$ cat src/hdl/pio_pkg.sv
// Constants for the upper parallel port with change detection.
// What this block does
// (RULE_01) Status bit 31 reads one while the host interrupt request is asserted.
// (RULE_02) Status bits 23..16 show channel seven..zero interrupt requests after their masks.
// (RULE_03) Status bit 0 mirrors the software test interrupt bit, unmasked.
// (RULE_04) Status bit 4 is the OR of enabled captured rising events.
// (RULE_05) Status bit 5 is the OR of enabled captured falling events.
// (RULE_06) Rise and fall summaries ignore master enable; requests need master enable.
// (RULE_07) Status bit 15 is FIFO level at or above threshold, gated by level enable.
// (RULE_08) Direction register resets to zero; a one makes that line an output.
// (RULE_09) A line drives only with direction one and parallel enable set.
// (RULE_10) Data port reads present pin levels with no processing.
// (RULE_11) Data writes load the output latch; a separate port reads it back.
// (RULE_12) Enabled low-to-high change sets the captured rising bit, outputs included.
// (RULE_13) Enabled high-to-low change sets the captured falling bit, outputs included.
// (RULE_14) Captured event requests interrupt only with its line mask and master enable.
// (RULE_15) Control bit 0 holds the change FIFO in reset; power-on reset clears it.
// (RULE_16) Control bit 7 starts detection, synchronised to the detection clock first.
// (RULE_17) Control bit 8 puts the detection clock on line 32 output data.
// (RULE_18) Control bit 11 gates the level interrupt; unmasked condition stays visible.
// (RULE_19) Control bit 14 selects oscillator or synthesizer output A, divided by ten.
// (RULE_20) Software programs clocks, direction and edge selects before enabling detection.
// (RULE_21) Software writes output data and parallel enable before setting direction.
// (RULE_22) Captured bits hold until written with one; zero leaves them.
// (RULE_23) Master enable gates test, rise and fall sources onto the interrupt line.
// (RULE_24) Each edge detector gives a pulse lasting exactly one detection clock cycle.
// (RULE_25) Each input passes a two-stage synchroniser in the detection domain.
// (RULE_26) Detection clock divides the reference by ten; select change resets the divider.
package pio_pkg;
	localparam logic [7:0] OFS_BASE_CTRL   = 8'h00;
	localparam logic [7:0] OFS_STATUS      = 8'h08;
	localparam logic [7:0] OFS_DIR         = 8'h0C;
	localparam logic [7:0] OFS_DATA        = 8'h10;
	localparam logic [7:0] OFS_LATCH       = 8'h14;
	localparam logic [7:0] OFS_RISE_SEL    = 8'h18;
	localparam logic [7:0] OFS_FALL_SEL    = 8'h1C;
	localparam logic [7:0] OFS_RISE_MASK   = 8'h20;
	localparam logic [7:0] OFS_FALL_MASK   = 8'h24;
	localparam logic [7:0] OFS_CTRL        = 8'h28;
	localparam logic [7:0] OFS_CHG_STATUS  = 8'h2C;
	localparam logic [7:0] OFS_THRESHOLD   = 8'h30;
	localparam logic [7:0] OFS_RISE_CAP    = 8'h3C;
	localparam logic [7:0] OFS_FALL_CAP    = 8'h40;

	localparam int BIT_MASTER_IRQ  = 0;
	localparam int BIT_FORCE_IRQ   = 1;
	localparam int BIT_FIFO_RESET  = 0;
	localparam int BIT_RUN         = 7;
	localparam int BIT_TEST_CLK    = 8;
	localparam int BIT_LEVEL_IRQ   = 11;
	localparam int BIT_CLK_SEL     = 14;
	localparam int BIT_ST_LOCAL    = 0;
	localparam int BIT_ST_RISE     = 4;
	localparam int BIT_ST_FALL     = 5;
	localparam int BIT_ST_LEVEL    = 15;
	localparam int BIT_ST_CHAN_LO  = 16;
	localparam int BIT_ST_IRQ      = 31;
	localparam int BIT_CS_COUNT_LO = 16;
	localparam int BIT_CS_RAW      = 30;
	localparam int BIT_CS_MASKED   = 31;

	localparam logic [31:0] DIR_RESET  = 32'h0000_0000;
	localparam logic [31:0] CTRL_WMASK = 32'h0000_4981;
	localparam logic [31:0] BASE_WMASK = 32'h0000_0003;
	localparam int          REF_DIVIDE = 10;
	localparam int          LEVEL_W    = 14;
endpackage

$ cat src/hdl/edge_capture.sv
// Per-line synchroniser, edge detection and sticky capture for the change detector.
`timescale 1ns/1ps
`default_nettype none
module edge_capture #(
	parameter int WIDTH = 32
) (
	// Clock and reset
	input  wire  logic             core_clk,
	input  wire  logic             rstn,
	// Detection timing
	input  wire  logic             tick,
	input  wire  logic             run,
	// Lines and selections
	input  wire  logic [WIDTH-1:0] pins,
	input  wire  logic [WIDTH-1:0] rise_sel,
	input  wire  logic [WIDTH-1:0] fall_sel,
	// Write-one clears
	input  wire  logic [WIDTH-1:0] rise_clr,
	input  wire  logic [WIDTH-1:0] fall_clr,
	// Results
	output logic       [WIDTH-1:0] rise_pulse,
	output logic       [WIDTH-1:0] fall_pulse,
	output logic       [WIDTH-1:0] rise_captured,
	output logic       [WIDTH-1:0] fall_captured
);
	logic [WIDTH-1:0] sync_first;
	logic [WIDTH-1:0] sync_second;
	logic [WIDTH-1:0] prev_level;
	wire  [WIDTH-1:0] rise_edge;
	wire  [WIDTH-1:0] fall_edge;
	wire  [WIDTH-1:0] rise_set;
	wire  [WIDTH-1:0] fall_set;

	assign rise_edge = sync_second & ~prev_level & rise_sel & {WIDTH{run}};  // see RULE_12
	assign fall_edge = ~sync_second & prev_level & fall_sel & {WIDTH{run}};  // see RULE_13
	assign rise_set  = rise_edge & {WIDTH{tick}};
	assign fall_set  = fall_edge & {WIDTH{tick}};

	// ==========================================================
	// Synchroniser, advanced once per detection clock.
	always_ff @(posedge core_clk)
	begin
		if (!rstn)
		begin
			sync_first  <= '0;
			sync_second <= '0;
			prev_level  <= '0;
		end
		else if (tick)
		begin
			sync_first  <= pins;         // see RULE_25
			sync_second <= sync_first;   // see RULE_25
			prev_level  <= sync_second;
		end
	end

	// ==========================================================
	// Pulses last until the next detection tick, one detection cycle.
	always_ff @(posedge core_clk)
	begin
		if (!rstn)
		begin
			rise_pulse <= '0;
			fall_pulse <= '0;
		end
		else if (tick)
		begin
			rise_pulse <= rise_edge;  // see RULE_24
			fall_pulse <= fall_edge;  // see RULE_24
		end
	end

	// ==========================================================
	// Sticky capture; a new event in the clearing cycle survives.
	always_ff @(posedge core_clk)
	begin
		if (!rstn)
		begin
			rise_captured <= '0;
			fall_captured <= '0;
		end
		else
		begin
			rise_captured <= (rise_captured & ~rise_clr) | rise_set;  // see RULE_22
			fall_captured <= (fall_captured & ~fall_clr) | fall_set;  // see RULE_22
		end
	end
endmodule
`default_nettype wire

$ cat src/hdl/parallel_io_change_detect.sv
// Upper 32 parallel lines with direction, readback, change detection and board status.
`timescale 1ns/1ps
`default_nettype none
module parallel_io_change_detect #(
	parameter int LINES = 32
) (
	// Clock and reset
	input  wire  logic             core_clk,
	input  wire  logic             rstn,
	// Register port
	input  wire  logic [7:0]       reg_addr,
	input  wire  logic             reg_wr_en,
	input  wire  logic             reg_rd_en,
	input  wire  logic [31:0]      reg_wdata,
	output logic       [31:0]      reg_rdata,
	output logic                   reg_rvalid,
	// Parallel lines
	input  wire  logic [LINES-1:0] io_in,
	output logic       [LINES-1:0] io_out,
	output logic       [LINES-1:0] io_oe,
	input  wire  logic             parallel_enable,
	// Detection references
	input  wire  logic             osc_ref,
	input  wire  logic             synth_output_a,
	// Change FIFO and channel neighbours
	input  wire  logic [pio_pkg::LEVEL_W-1:0] fifo_level,
	output logic                   fifo_clear,
	input  wire  logic [7:0]       channel_irq_lines,
	// Host interrupt
	output logic                   irq_request
);
	// ==========================================================
	// Registers
	logic [31:0]      base_control;
	logic [LINES-1:0] pin_direction_bits;
	logic [LINES-1:0] output_latch;
	logic [LINES-1:0] rise_detect_select;
	logic [LINES-1:0] fall_detect_select;
	logic [LINES-1:0] rise_irq_mask;
	logic [LINES-1:0] fall_irq_mask;
	logic [31:0]      change_engine_control;
	logic [pio_pkg::LEVEL_W-1:0] fifo_threshold;

	// ==========================================================
	// Detection clock state
	logic       ref_prev;
	logic       sel_prev;
	logic [3:0] div_count;
	logic       tick;
	logic       det_clk;
	logic       run_first;
	logic       change_detect_run;

	wire [LINES-1:0] rise_pulse;
	wire [LINES-1:0] fall_pulse;
	wire [LINES-1:0] rise_captured;
	wire [LINES-1:0] fall_captured;

	// ==========================================================
	// Decode
	wire wr_base      = reg_wr_en && reg_addr == pio_pkg::OFS_BASE_CTRL;
	wire wr_dir       = reg_wr_en && reg_addr == pio_pkg::OFS_DIR;
	wire wr_data      = reg_wr_en && reg_addr == pio_pkg::OFS_DATA;
	wire wr_rise_sel  = reg_wr_en && reg_addr == pio_pkg::OFS_RISE_SEL;
	wire wr_fall_sel  = reg_wr_en && reg_addr == pio_pkg::OFS_FALL_SEL;
	wire wr_rise_mask = reg_wr_en && reg_addr == pio_pkg::OFS_RISE_MASK;
	wire wr_fall_mask = reg_wr_en && reg_addr == pio_pkg::OFS_FALL_MASK;
	wire wr_ctrl      = reg_wr_en && reg_addr == pio_pkg::OFS_CTRL;
	wire wr_thresh    = reg_wr_en && reg_addr == pio_pkg::OFS_THRESHOLD;
	wire wr_rise_cap  = reg_wr_en && reg_addr == pio_pkg::OFS_RISE_CAP;
	wire wr_fall_cap  = reg_wr_en && reg_addr == pio_pkg::OFS_FALL_CAP;

	wire [LINES-1:0] rise_clr = wr_rise_cap ? reg_wdata[LINES-1:0] : '0;  // see RULE_22
	wire [LINES-1:0] fall_clr = wr_fall_cap ? reg_wdata[LINES-1:0] : '0;  // see RULE_22

	// ==========================================================
	// Interrupt sources
	wire master_irq = base_control[pio_pkg::BIT_MASTER_IRQ];
	wire force_irq  = base_control[pio_pkg::BIT_FORCE_IRQ];
	// Summaries are taken before the master enable so polling still works.
	wire rise_event_summary = |(rise_captured & rise_detect_select);  // see RULE_04, RULE_06
	wire fall_event_summary = |(fall_captured & fall_detect_select);  // see RULE_05, RULE_06
	wire rise_masked        = |(rise_captured & rise_irq_mask);       // see RULE_14
	wire fall_masked        = |(fall_captured & fall_irq_mask);       // see RULE_14
	wire level_raw          = fifo_level >= fifo_threshold;           // see RULE_18
	wire fifo_threshold_irq = level_raw && change_engine_control[pio_pkg::BIT_LEVEL_IRQ];  // see RULE_07
	wire gated_sources      = master_irq && (force_irq || rise_masked || fall_masked);  // see RULE_23, RULE_06
	// Channel and level sources have their own enables and bypass the master enable.
	wire next_irq           = gated_sources || fifo_threshold_irq || |channel_irq_lines;

	// ==========================================================
	// Status words
	wire [31:0] board_irq_summary = {
		irq_request,         // see RULE_01
		7'h00,
		channel_irq_lines,   // see RULE_02
		fifo_threshold_irq,  // see RULE_07
		9'h000,
		fall_event_summary,  // see RULE_05
		rise_event_summary,  // see RULE_04
		3'h0,
		force_irq            // see RULE_03
	};
	// The count fills bits 29..16, so the two level flags sit directly above it with no padding.
	wire [31:0] change_status = {
		fifo_threshold_irq,
		level_raw,           // see RULE_18
		fifo_level,
		16'h0000
	};

	// ==========================================================
	// Reference selection and divide by ten
	wire clk_sel    = change_engine_control[pio_pkg::BIT_CLK_SEL];
	wire ref_level  = clk_sel ? synth_output_a : osc_ref;  // see RULE_19
	wire ref_rise   = ref_level && !ref_prev;
	wire sel_change = clk_sel != sel_prev;
	wire div_last   = div_count == 4'(pio_pkg::REF_DIVIDE - 1);
	wire [3:0] next_div_count = sel_change ? 4'h0 :
		(ref_rise ? (div_last ? 4'h0 : div_count + 4'h1) : div_count);  // see RULE_26
	wire next_tick    = ref_rise && div_last && !sel_change;
	wire next_det_clk = next_div_count < 4'(pio_pkg::REF_DIVIDE / 2);

	// ==========================================================
	// Line drive
	wire test_clk = change_engine_control[pio_pkg::BIT_TEST_CLK];
	wire [LINES-1:0] next_io_out = {output_latch[LINES-1:1], test_clk ? det_clk : output_latch[0]};  // see RULE_17
	wire [LINES-1:0] next_io_oe  = pin_direction_bits & {LINES{parallel_enable}};  // see RULE_09

	// ==========================================================
	// Read selection
	function automatic logic [31:0] widen(input logic [LINES-1:0] v);
		widen = 32'(v);
	endfunction

	logic [31:0] next_rdata;
	always_comb
	begin
		case (reg_addr)
			pio_pkg::OFS_BASE_CTRL:  next_rdata = base_control;
			pio_pkg::OFS_STATUS:     next_rdata = board_irq_summary;
			pio_pkg::OFS_DIR:        next_rdata = widen(pin_direction_bits);
			pio_pkg::OFS_DATA:       next_rdata = widen(io_in);  // see RULE_10
			pio_pkg::OFS_LATCH:      next_rdata = widen(output_latch);  // see RULE_11
			pio_pkg::OFS_RISE_SEL:   next_rdata = widen(rise_detect_select);
			pio_pkg::OFS_FALL_SEL:   next_rdata = widen(fall_detect_select);
			pio_pkg::OFS_RISE_MASK:  next_rdata = widen(rise_irq_mask);
			pio_pkg::OFS_FALL_MASK:  next_rdata = widen(fall_irq_mask);
			pio_pkg::OFS_CTRL:       next_rdata = change_engine_control;
			pio_pkg::OFS_CHG_STATUS: next_rdata = change_status;  // see RULE_18
			pio_pkg::OFS_THRESHOLD:  next_rdata = 32'(fifo_threshold);
			pio_pkg::OFS_RISE_CAP:   next_rdata = widen(rise_captured);
			pio_pkg::OFS_FALL_CAP:   next_rdata = widen(fall_captured);
			default:                 next_rdata = 32'h0000_0000;
		endcase
	end

	// ==========================================================
	// Software registers: control words
	always_ff @(posedge core_clk)
	begin
		if (!rstn)
		begin
			base_control          <= 32'h0000_0000;
			change_engine_control <= 32'h0000_0000;
			fifo_threshold        <= '0;
		end
		else
		begin
			if (wr_base)
				base_control <= reg_wdata & pio_pkg::BASE_WMASK;
			if (wr_ctrl)
				change_engine_control <= reg_wdata & pio_pkg::CTRL_WMASK;
			if (wr_thresh)
				fifo_threshold <= reg_wdata[pio_pkg::LEVEL_W-1:0];
		end
	end

	// ==========================================================
	// Software registers: per-line words
	always_ff @(posedge core_clk)
	begin
		if (!rstn)
		begin
			pin_direction_bits    <= pio_pkg::DIR_RESET;  // see RULE_08
			output_latch          <= '0;
			rise_detect_select    <= '0;
			fall_detect_select    <= '0;
			rise_irq_mask         <= '0;
			fall_irq_mask         <= '0;
		end
		else
		begin
			if (wr_dir)
				pin_direction_bits <= reg_wdata[LINES-1:0];  // see RULE_08
			if (wr_data)
				output_latch <= reg_wdata[LINES-1:0];  // see RULE_11
			if (wr_rise_sel)
				rise_detect_select <= reg_wdata[LINES-1:0];
			if (wr_fall_sel)
				fall_detect_select <= reg_wdata[LINES-1:0];
			if (wr_rise_mask)
				rise_irq_mask <= reg_wdata[LINES-1:0];
			if (wr_fall_mask)
				fall_irq_mask <= reg_wdata[LINES-1:0];
		end
	end

	// ==========================================================
	// Read answer, one cycle after the request
	always_ff @(posedge core_clk)
	begin
		if (!rstn)
		begin
			reg_rdata  <= 32'h0000_0000;
			reg_rvalid <= 1'b0;
		end
		else
		begin
			reg_rvalid <= reg_rd_en;
			if (reg_rd_en)
				reg_rdata <= next_rdata;
		end
	end

	// ==========================================================
	// Detection clock divider
	always_ff @(posedge core_clk)
	begin
		if (!rstn)
		begin
			ref_prev  <= 1'b0;
			sel_prev  <= 1'b0;
			div_count <= 4'h0;
			tick      <= 1'b0;
			det_clk   <= 1'b1;
		end
		else
		begin
			ref_prev  <= ref_level;
			sel_prev  <= clk_sel;
			div_count <= next_div_count;  // see RULE_26
			tick      <= next_tick;
			det_clk   <= next_det_clk;
		end
	end

	// ==========================================================
	// Enable carried into the detection timing by two ticks.
	always_ff @(posedge core_clk)
	begin
		if (!rstn)
		begin
			run_first         <= 1'b0;
			change_detect_run <= 1'b0;
		end
		else if (tick)
		begin
			run_first         <= change_engine_control[pio_pkg::BIT_RUN];  // see RULE_16
			change_detect_run <= run_first;                                // see RULE_16
		end
	end

	// ==========================================================
	// Outputs
	// The request is registered, and status bit 31 reads that register, so a read never disagrees with the pin.
	always_ff @(posedge core_clk)
	begin
		if (!rstn)
		begin
			io_out      <= '0;
			io_oe       <= '0;
			fifo_clear  <= 1'b1;
			irq_request <= 1'b0;
		end
		else
		begin
			io_out      <= next_io_out;
			io_oe       <= next_io_oe;  // see RULE_09
			fifo_clear  <= change_engine_control[pio_pkg::BIT_FIFO_RESET];  // see RULE_15
			irq_request <= next_irq;  // see RULE_01
		end
	end

	// ==========================================================
	// Per-line edge engine; it sees pin levels, so output lines are watched too.
	edge_capture #(
		.WIDTH (LINES)
	) u_edges (
		.core_clk      (core_clk),
		.rstn          (rstn),
		.tick          (tick),
		.run           (change_detect_run),
		.pins          (io_in),
		.rise_sel      (rise_detect_select),
		.fall_sel      (fall_detect_select),
		.rise_clr      (rise_clr),
		.fall_clr      (fall_clr),
		.rise_pulse    (rise_pulse),
		.fall_pulse    (fall_pulse),
		.rise_captured (rise_captured),
		.fall_captured (fall_captured)
	);
endmodule
`default_nettype wire

$ cat config.mk
export PLATFORM = sky130hd
export DESIGN_NAME = parallel_io_change_detect
export DESIGN_NICKNAME = d
export VERILOG_FILES = /design/src/hdl/pio_pkg.sv /design/src/hdl/edge_capture.sv /design/src/hdl/parallel_io_change_detect.sv
export SDC_FILE = /design/constraint.sdc
export NUM_CORES = 1
export LEC_CHECK = 0
export ABC_AREA = 1
export BUFFER_PORTS_ARGS = -buffer_cell sky130_fd_sc_hd__buf_4
export CAP_MARGIN = 5
export CELL_PAD_IN_SITES_DETAIL_PLACEMENT = 0
export CELL_PAD_IN_SITES_GLOBAL_PLACEMENT = 1
export CORE_ASPECT_RATIO = 0.9
export CORE_UTILIZATION = 43
export CTS_CLUSTER_DIAMETER = 60
export DETAILED_ROUTE_END_ITERATION = 12
export PLACE_DENSITY = 0.87
export SLEW_MARGIN = 20
export SYNTH_ARGS = -nofsm -noshare
export SYNTH_HDL_FRONTEND = slang
export SYNTH_SLANG_ARGS = --single-unit
$ cat constraint.sdc
create_clock -name core_clk -period 1.68 [get_ports core_clk]
set_clock_uncertainty 0.05 [all_clocks]
set_input_delay 0.168 -clock core_clk [delete_from_list [all_inputs] [get_ports core_clk]]
set_output_delay 0.168 -clock core_clk [all_outputs]
set_load 0.02 [all_outputs]
==> qor.yml, run 1 <==
setup_violations: 0
place_inst: 3717
first_pass_iters: 6
stdcell_count: 3883
grt_start_max_net_pins: 122
grt-ovfl-total: 0
finalCriticalPeriod_ns: 1.64
power.density_mw_per_mm2: 961
crit_required_ns: 2.10
worst_pin_slew_ns: 0.627
syn_area_mm2: 0.0204
max_stage_delay_ns: 0.38
maxSlewHeadroom: 0.582
clock_latency_ns: 0.62
area_delta_synth_final_pct: 29.4
fin_nets: 3341
io_pins: 200
status: "complete, no violations"
utilization: 0.564
fp.coreArea_mm2: 0.0467
die_h_um: 209
htreeDepth: 2
critPathMaxFanout: 4
cts_sinks: 482
drt_iter0_drc: 2913
max-vdd-ir-drop_uv: 646
die_w_um: 231
leakagePower_nw: 11.2
path_class: "flip-flop to flip-flop"
cts_tree: "yes"
nFillCells: 4421
cp.arrival_ns: 2.07
wirelength_um: 88500
crit_chain: "nand2_1 > nand2_1 > nor2_2 > nand2_1 > nor2_2 > nand2_2 > nand2_1 > nand3_1 > nand2_1 > a21oi_1"
synthCells: 2898
rows: 75
ys_types: 30
track_usage: 0.358
rsz0062_at_grt: "yes"
finalHoldViolCount: 0
dieArea_mm2: 0.0483
drv_slew: 0
cp_slowest_cell: "dfxtp_1"
endpoint_kind: "flip-flop"
max_freq_mhz: 609
clockRootBuffer: "clkbuf_16"
holdWs_ns: 0.0235
worstSetupStartpointType: "flip-flop"
synth_area_leaders: "dfxtp_1, nand2_1, o21ai_0"
vias: 21600
detail_route.wl_per_cell_um: 22.8
clk_pin_slew_ns: 0.06
final_layout_size_suffix_gt1_frac: 0.166
yosysTopAreaCell: "dfxtp_1"
synth.top_cell.area_share: 0.473
clock_path_buffers: 3
syn_nets: 3013
antenna_found_initial: 2
viasPerCell: 5.56
synth-seq-area-share: 0.473
drc: 0
yosysWarnings: 0
cts_buffers: 51
grt_pass1_vias: 19200
routabilityCongestion: 1.01
maxCapViolCount: 0
setup_tns_ns: 0
post-dp-hpwl_um: 64900
drtAntennaViolNets: 0
syn_avg_cell_area_um2: 7.03
min_path_type: "primary input to flip-flop"
start_util: 0.436
grt_pass1_wl_um: 127000
crit_top_cell: "nand2_1"
finalCritPeriodShare: 0.978
portBuffers: 199
ys_seq_elements: 482
where the power goes:
group | switching [mW] | total [mW] | internal [mW]
logic | 0.842 | 1.31 | 0.465
clock network | 4.97 | 12.6 | 7.60
registers | 0.0211 | 11.5 | 11.4
path summary, 6_finish.rpt:
kind,from,slack (ns),to,depth (start not counted)
worst min register to register,output_latch[9],0.41,io_out[9],2
worst min-delay path,synth_output_a,0.02,tick,5
worst max-delay path,u_edges.fall_captured[25],0.04,reg_rdata[5],10
worst max register to register,u_edges.fall_captured[25],0.04,reg_rdata[5],10
cell families after synthesis:
group / share of synthesized area
simple gates: 0.230
compound gates: 0.201
flops: 0.473
buf+inv: 0.0863
fa+ha+maj: 0.00860
xor+xnor: 0.000860
stage by stage:
step / total power, mW / instance area, um2 / setup slack (ns)
after floorplan: 12.2 / 20400 / 0.209
after global placement: 12.8 / 23600 / -0.339
after detailed placement: 12.8 / 23600 / -0.305
after CTS: 25.4 / 26200 / 0.0114
after global routing: 25.9 / 26400 / -0.0481
final: 25.3 / 26400 / 0.0375
cell usage in the layout, fill, tap and decap left out, types with 2 or more instances in the layout:
cell type,Yosys,final
nand4_1,45,45
clkbuf_8,0,10
nor2_1,339,333
nand3_2,1,4
dfxtp_1,482,468
ha_4,0,8
o21ai_1,90,90
nor3_4,0,2
buf_12,0,30
o21ai_0,360,359
nor4_1,2,2
a21oi_1,357,357
nor2_4,6,6
clkinvlp_4,0,3
ha_1,14,6
nor2_2,7,13
inv_4,1,2
inv_1,272,264
clkbuf_16,0,52
bufinv_16,0,10
inv_2,12,18
nand2_2,5,14
xor2_1,2,2
nand2_1,574,565
o22ai_1,7,7
nor3_1,27,26
clkbuf_1,113,6
dfxtp_2,0,13
clkinv_2,0,11
buf_4,3,336
and3_1,4,4
dlygate4sd3_1,0,70
nand3_1,123,119
cell type report:
class / count / area (um2) / share of cell area
multi-input combinational: 1968 / 9160 / 0.347
sequential: 482 / 9670 / 0.367
clock buffer: 67 / 1450 / 0.0549
antenna: 1 / 2.50 / 0.0000949
clock inverter: 26 / 407 / 0.0154
inverter: 285 / 1080 / 0.0408
tap: 616 / 771 / 0.0292
timing repair buffer: 438 / 3850 / 0.146
synth_stat cells (all sizes together):
cell and count:
a211oi 1, nor2 352, xor2 2, a21oi 357, nor3 29, nand2 580
clkbuf 113, dfxtp 482, nand3 124, buf 50, and3 4, nor4 2
ha 14, o211ai 1, o21ai 450, inv 285, o22ai 7, nand4 45
critical path: cells and delay by family (launching register included):
kind,cells,cell delay [ns]
AND/OR/NAND/NOR,9,1.00
AO/OA/AOI/OAI,1,0.06
flip-flops,1,0.38
metal layers:
layer  track usage  wire (um)  share of wire
met2         0.444      32200           0.36
met3         0.118      12900           0.15
met5             0          0              0
met1         0.571      41300           0.47
met4        0.0870       2050          0.023
timing repair:
| item | in CTS | in global routing |
|---|---|---|
| setup endpoints to repair | 4 | 7 |
| pin swaps | 0 | 6 |
| hold buffers | 70 | 0 |
| buffers inserted | 0 | 2 |
| hold endpoints to repair | 248 | 0 |
| gates resized for setup | 2 | 45 |
Note: power is estimated with default switching activity, not from simulation.
==> run 2: changes to the inputs <==
Settings changed: CTS_BUF_LIST set to sky130_fd_sc_hd__clkbuf_8 sky130_fd_sc_hd__clkbuf_16, TNS_END_PERCENT set to 50.
==> run 2 against run 1 <==
  * First-iteration DRC count shrank 4.8%
  * Clock-buffer cell count decreased by 6
  * Cell count about the same
  * Via count decreased by 0.24%
  * Non-clock buffer count is 2 lower
  * Clock power about the same
  * Core utilization down 0.14 points
  * Sequential share of layout area rose by 0.069 points
  * Worst hold slack improved by 0.0028 ns
  * Largest cell class unchanged
==> qor.yml, run 2 (synthesis results as in run 1) <==
vias: 21500  # was 21600
holdWs_ns: 0.0262  # was 0.0235 ns
cts_setup_buffers: 0  # unchanged
track_usage: 0.358  # unchanged
grt_pass1_vias: 19200  # about the same
endpoint_kind: "flip-flop"  # unchanged
mostFrequentLayoutCells: "nand2_1, dfxtp_1, o21ai_0"  # unchanged
path_class: "flip-flop to flip-flop"  # unchanged
cp.arrival_ns: 2.07  # about the same
start_util: 0.436  # unchanged
drv_slew: 0  # unchanged
crit_start: "u_edges.fall_captured[25]"  # unchanged
grt_pass1_wl_um: 127000  # about the same
multi_input_area_mm2: 0.00911  # was 0.00916 mm2
rsz0062_at_grt: "yes"  # unchanged
clk_pin_slew_ns: 0.06  # about the same
leakagePower_nw: 11.2  # about the same
drc: 0  # unchanged
drt_iter0_drc: 2774  # was 2913
grt_start_max_net_pins: 122  # unchanged
setup_violations: 0  # unchanged
maxSlewHeadroom: 0.583  # was 0.582
max_freq_mhz: 609  # about the same
drtAntennaViolNets: 0  # unchanged
detail_route.wl_per_cell_um: 22.7  # was 22.8 um
crit_required_ns: 2.11  # was 2.10 ns
status: "complete, no violations"  # unchanged
grt-ovfl-total: 0  # unchanged
r2r_start: "u_edges.fall_captured[25]"  # unchanged
clock_path_buffers: 3  # unchanged
fin_nets: 3339  # was 3341
portBuffers: 199  # unchanged
fp.coreArea_mm2: 0.0467  # unchanged
cts_sinks: 482  # unchanged
antenna_found_initial: 2  # unchanged
clockRootBuffer: "clkbuf_16"  # unchanged
viasPerCell: 5.55  # was 5.56
die_h_um: 209  # unchanged
io_pins: 200  # unchanged
post-dp-hpwl_um: 64900  # unchanged
maxCapViolCount: 0  # unchanged
rows: 75  # unchanged
clock_latency_ns: 0.62  # about the same
power.density_mw_per_mm2: 962  # was 961 mW/mm2
finalCriticalPeriod_ns: 1.64  # about the same
finalCritPeriodShare: 0.978  # about the same
critPathMaxFanout: 4  # unchanged
wirelength_um: 88300  # was 88500 um
min_path_type: "primary input to flip-flop"  # unchanged
dieArea_mm2: 0.0483  # unchanged
routabilityCongestion: 1.01  # unchanged
worstSetupStartpointType: "flip-flop"  # unchanged
stdcell_count: 3880  # was 3883
regArea_mm2: 0.00966  # was 0.00967 mm2
final_common_cell: "nand2_1"  # unchanged
antenna_cells: 0  # was 1
final_layout_size_suffix_gt1_frac: 0.162  # was 0.166
place_inst: 3717  # unchanged
htreeDepth: 2  # unchanged
cts_tree: "yes"  # unchanged
max-vdd-ir-drop_uv: 646  # about the same
area_delta_synth_final_pct: 29.1  # was 29.4%
nFillCells: 4431  # was 4421
first_pass_iters: 6  # unchanged
finalHoldViolCount: 0  # unchanged
cts_buffers: 51  # unchanged
die_w_um: 231  # unchanged
hold_start: "synth_output_a"  # unchanged
worst_pin_slew_ns: 0.626  # was 0.627 ns
-- run 2: changes by cell type in the layout (fill, tap and decap cells not counted), sizes merged --
cell | before | now
clkbuf | 68 | 62
diode | 1 | 0
buf | 367 | 365
inv | 285 | 291
-- run 2: worst paths after layout --
kind / to / slack (ns) / depth (start not counted)
setup reg to reg: reg_rdata[5] / 0.04 / 10
setup / recovery: reg_rdata[5] / 0.04 / 10
hold / removal: tick / 0.03 / 5
hold reg to reg: io_out[9] / 0.41 / 2
-- run 2: final cells by class --
type | instances | area share
Clock buffer | 61 | 0.0542
Inverter | 285 | 0.0409
Sequential cell | 482 | 0.367
Tap cell | 616 | 0.0293
Multi-Input combinational cell | 1968 | 0.346
Timing Repair Buffer | 436 | 0.146
Clock inverter | 32 | 0.0163
-- run 2: timing repair --
item	in CTS	in global routing
setup endpoints to repair	4	7
hold endpoints to repair	248	0
hold buffers	70	0
pin swaps	0	2
cloned	0	0
resized for setup	2	33
-- run 2: report_power, final --
part | internal, mW | total [mW] | switching (mW)
logic | 0.460 | 1.30 | 0.841
registers | 11.5 | 11.5 | 0.0209
clock network | 7.56 | 12.5 | 4.98
-- run 2: metal layers --
| metal | routed length, um | part of all wire | GRT usage | up-vias |
|---|---|---|---|---|
| li1 | - | - | - | 10100 |
| met1 | 41600 | 0.47 | 0.571 | 9989 |
| met2 | 31900 | 0.36 | 0.444 | 1307 |
| met3 | 12700 | 0.14 | 0.118 | 130 |
| met4 | 2080 | 0.024 | 0.0870 | 2 |
| met5 | 13 | 0.00015 | 0 | - |
-- run 2: worst max-delay path: stages, from the launching register on --
cell,delay (ns)
dfxtp_1,0.38
nand2_1,0.09
nand2_1,0.13
nor2_2,0.16
nand2_1,0.08
nor2_2,0.20
nand2_2,0.11
nand2_1,0.07
nand3_1,0.09
nand2_1,0.08
a21oi_1,0.06
-- run 2: metrics by stage --
step / worst slack, ns / TNS [ns] / area [um2] / util / power [mW]
2_1_floorplan: 0.209 / 0 / 20400 / - / 12.2
3_3_place_gp: -0.339 / -9.42 / 23600 / 0.506 / 12.8
3_5_place_dp: -0.305 / -16.30 / 23600 / 0.506 / 12.8
4_1_cts: 0.0114 / 0 / 26200 / 0.560 / 25.3
5_1_grt: -0.0364 / -0.0806 / 26300 / 0.563 / 25.9
6_report: 0.0369 / 0 / 26300 / 0.563 / 25.3
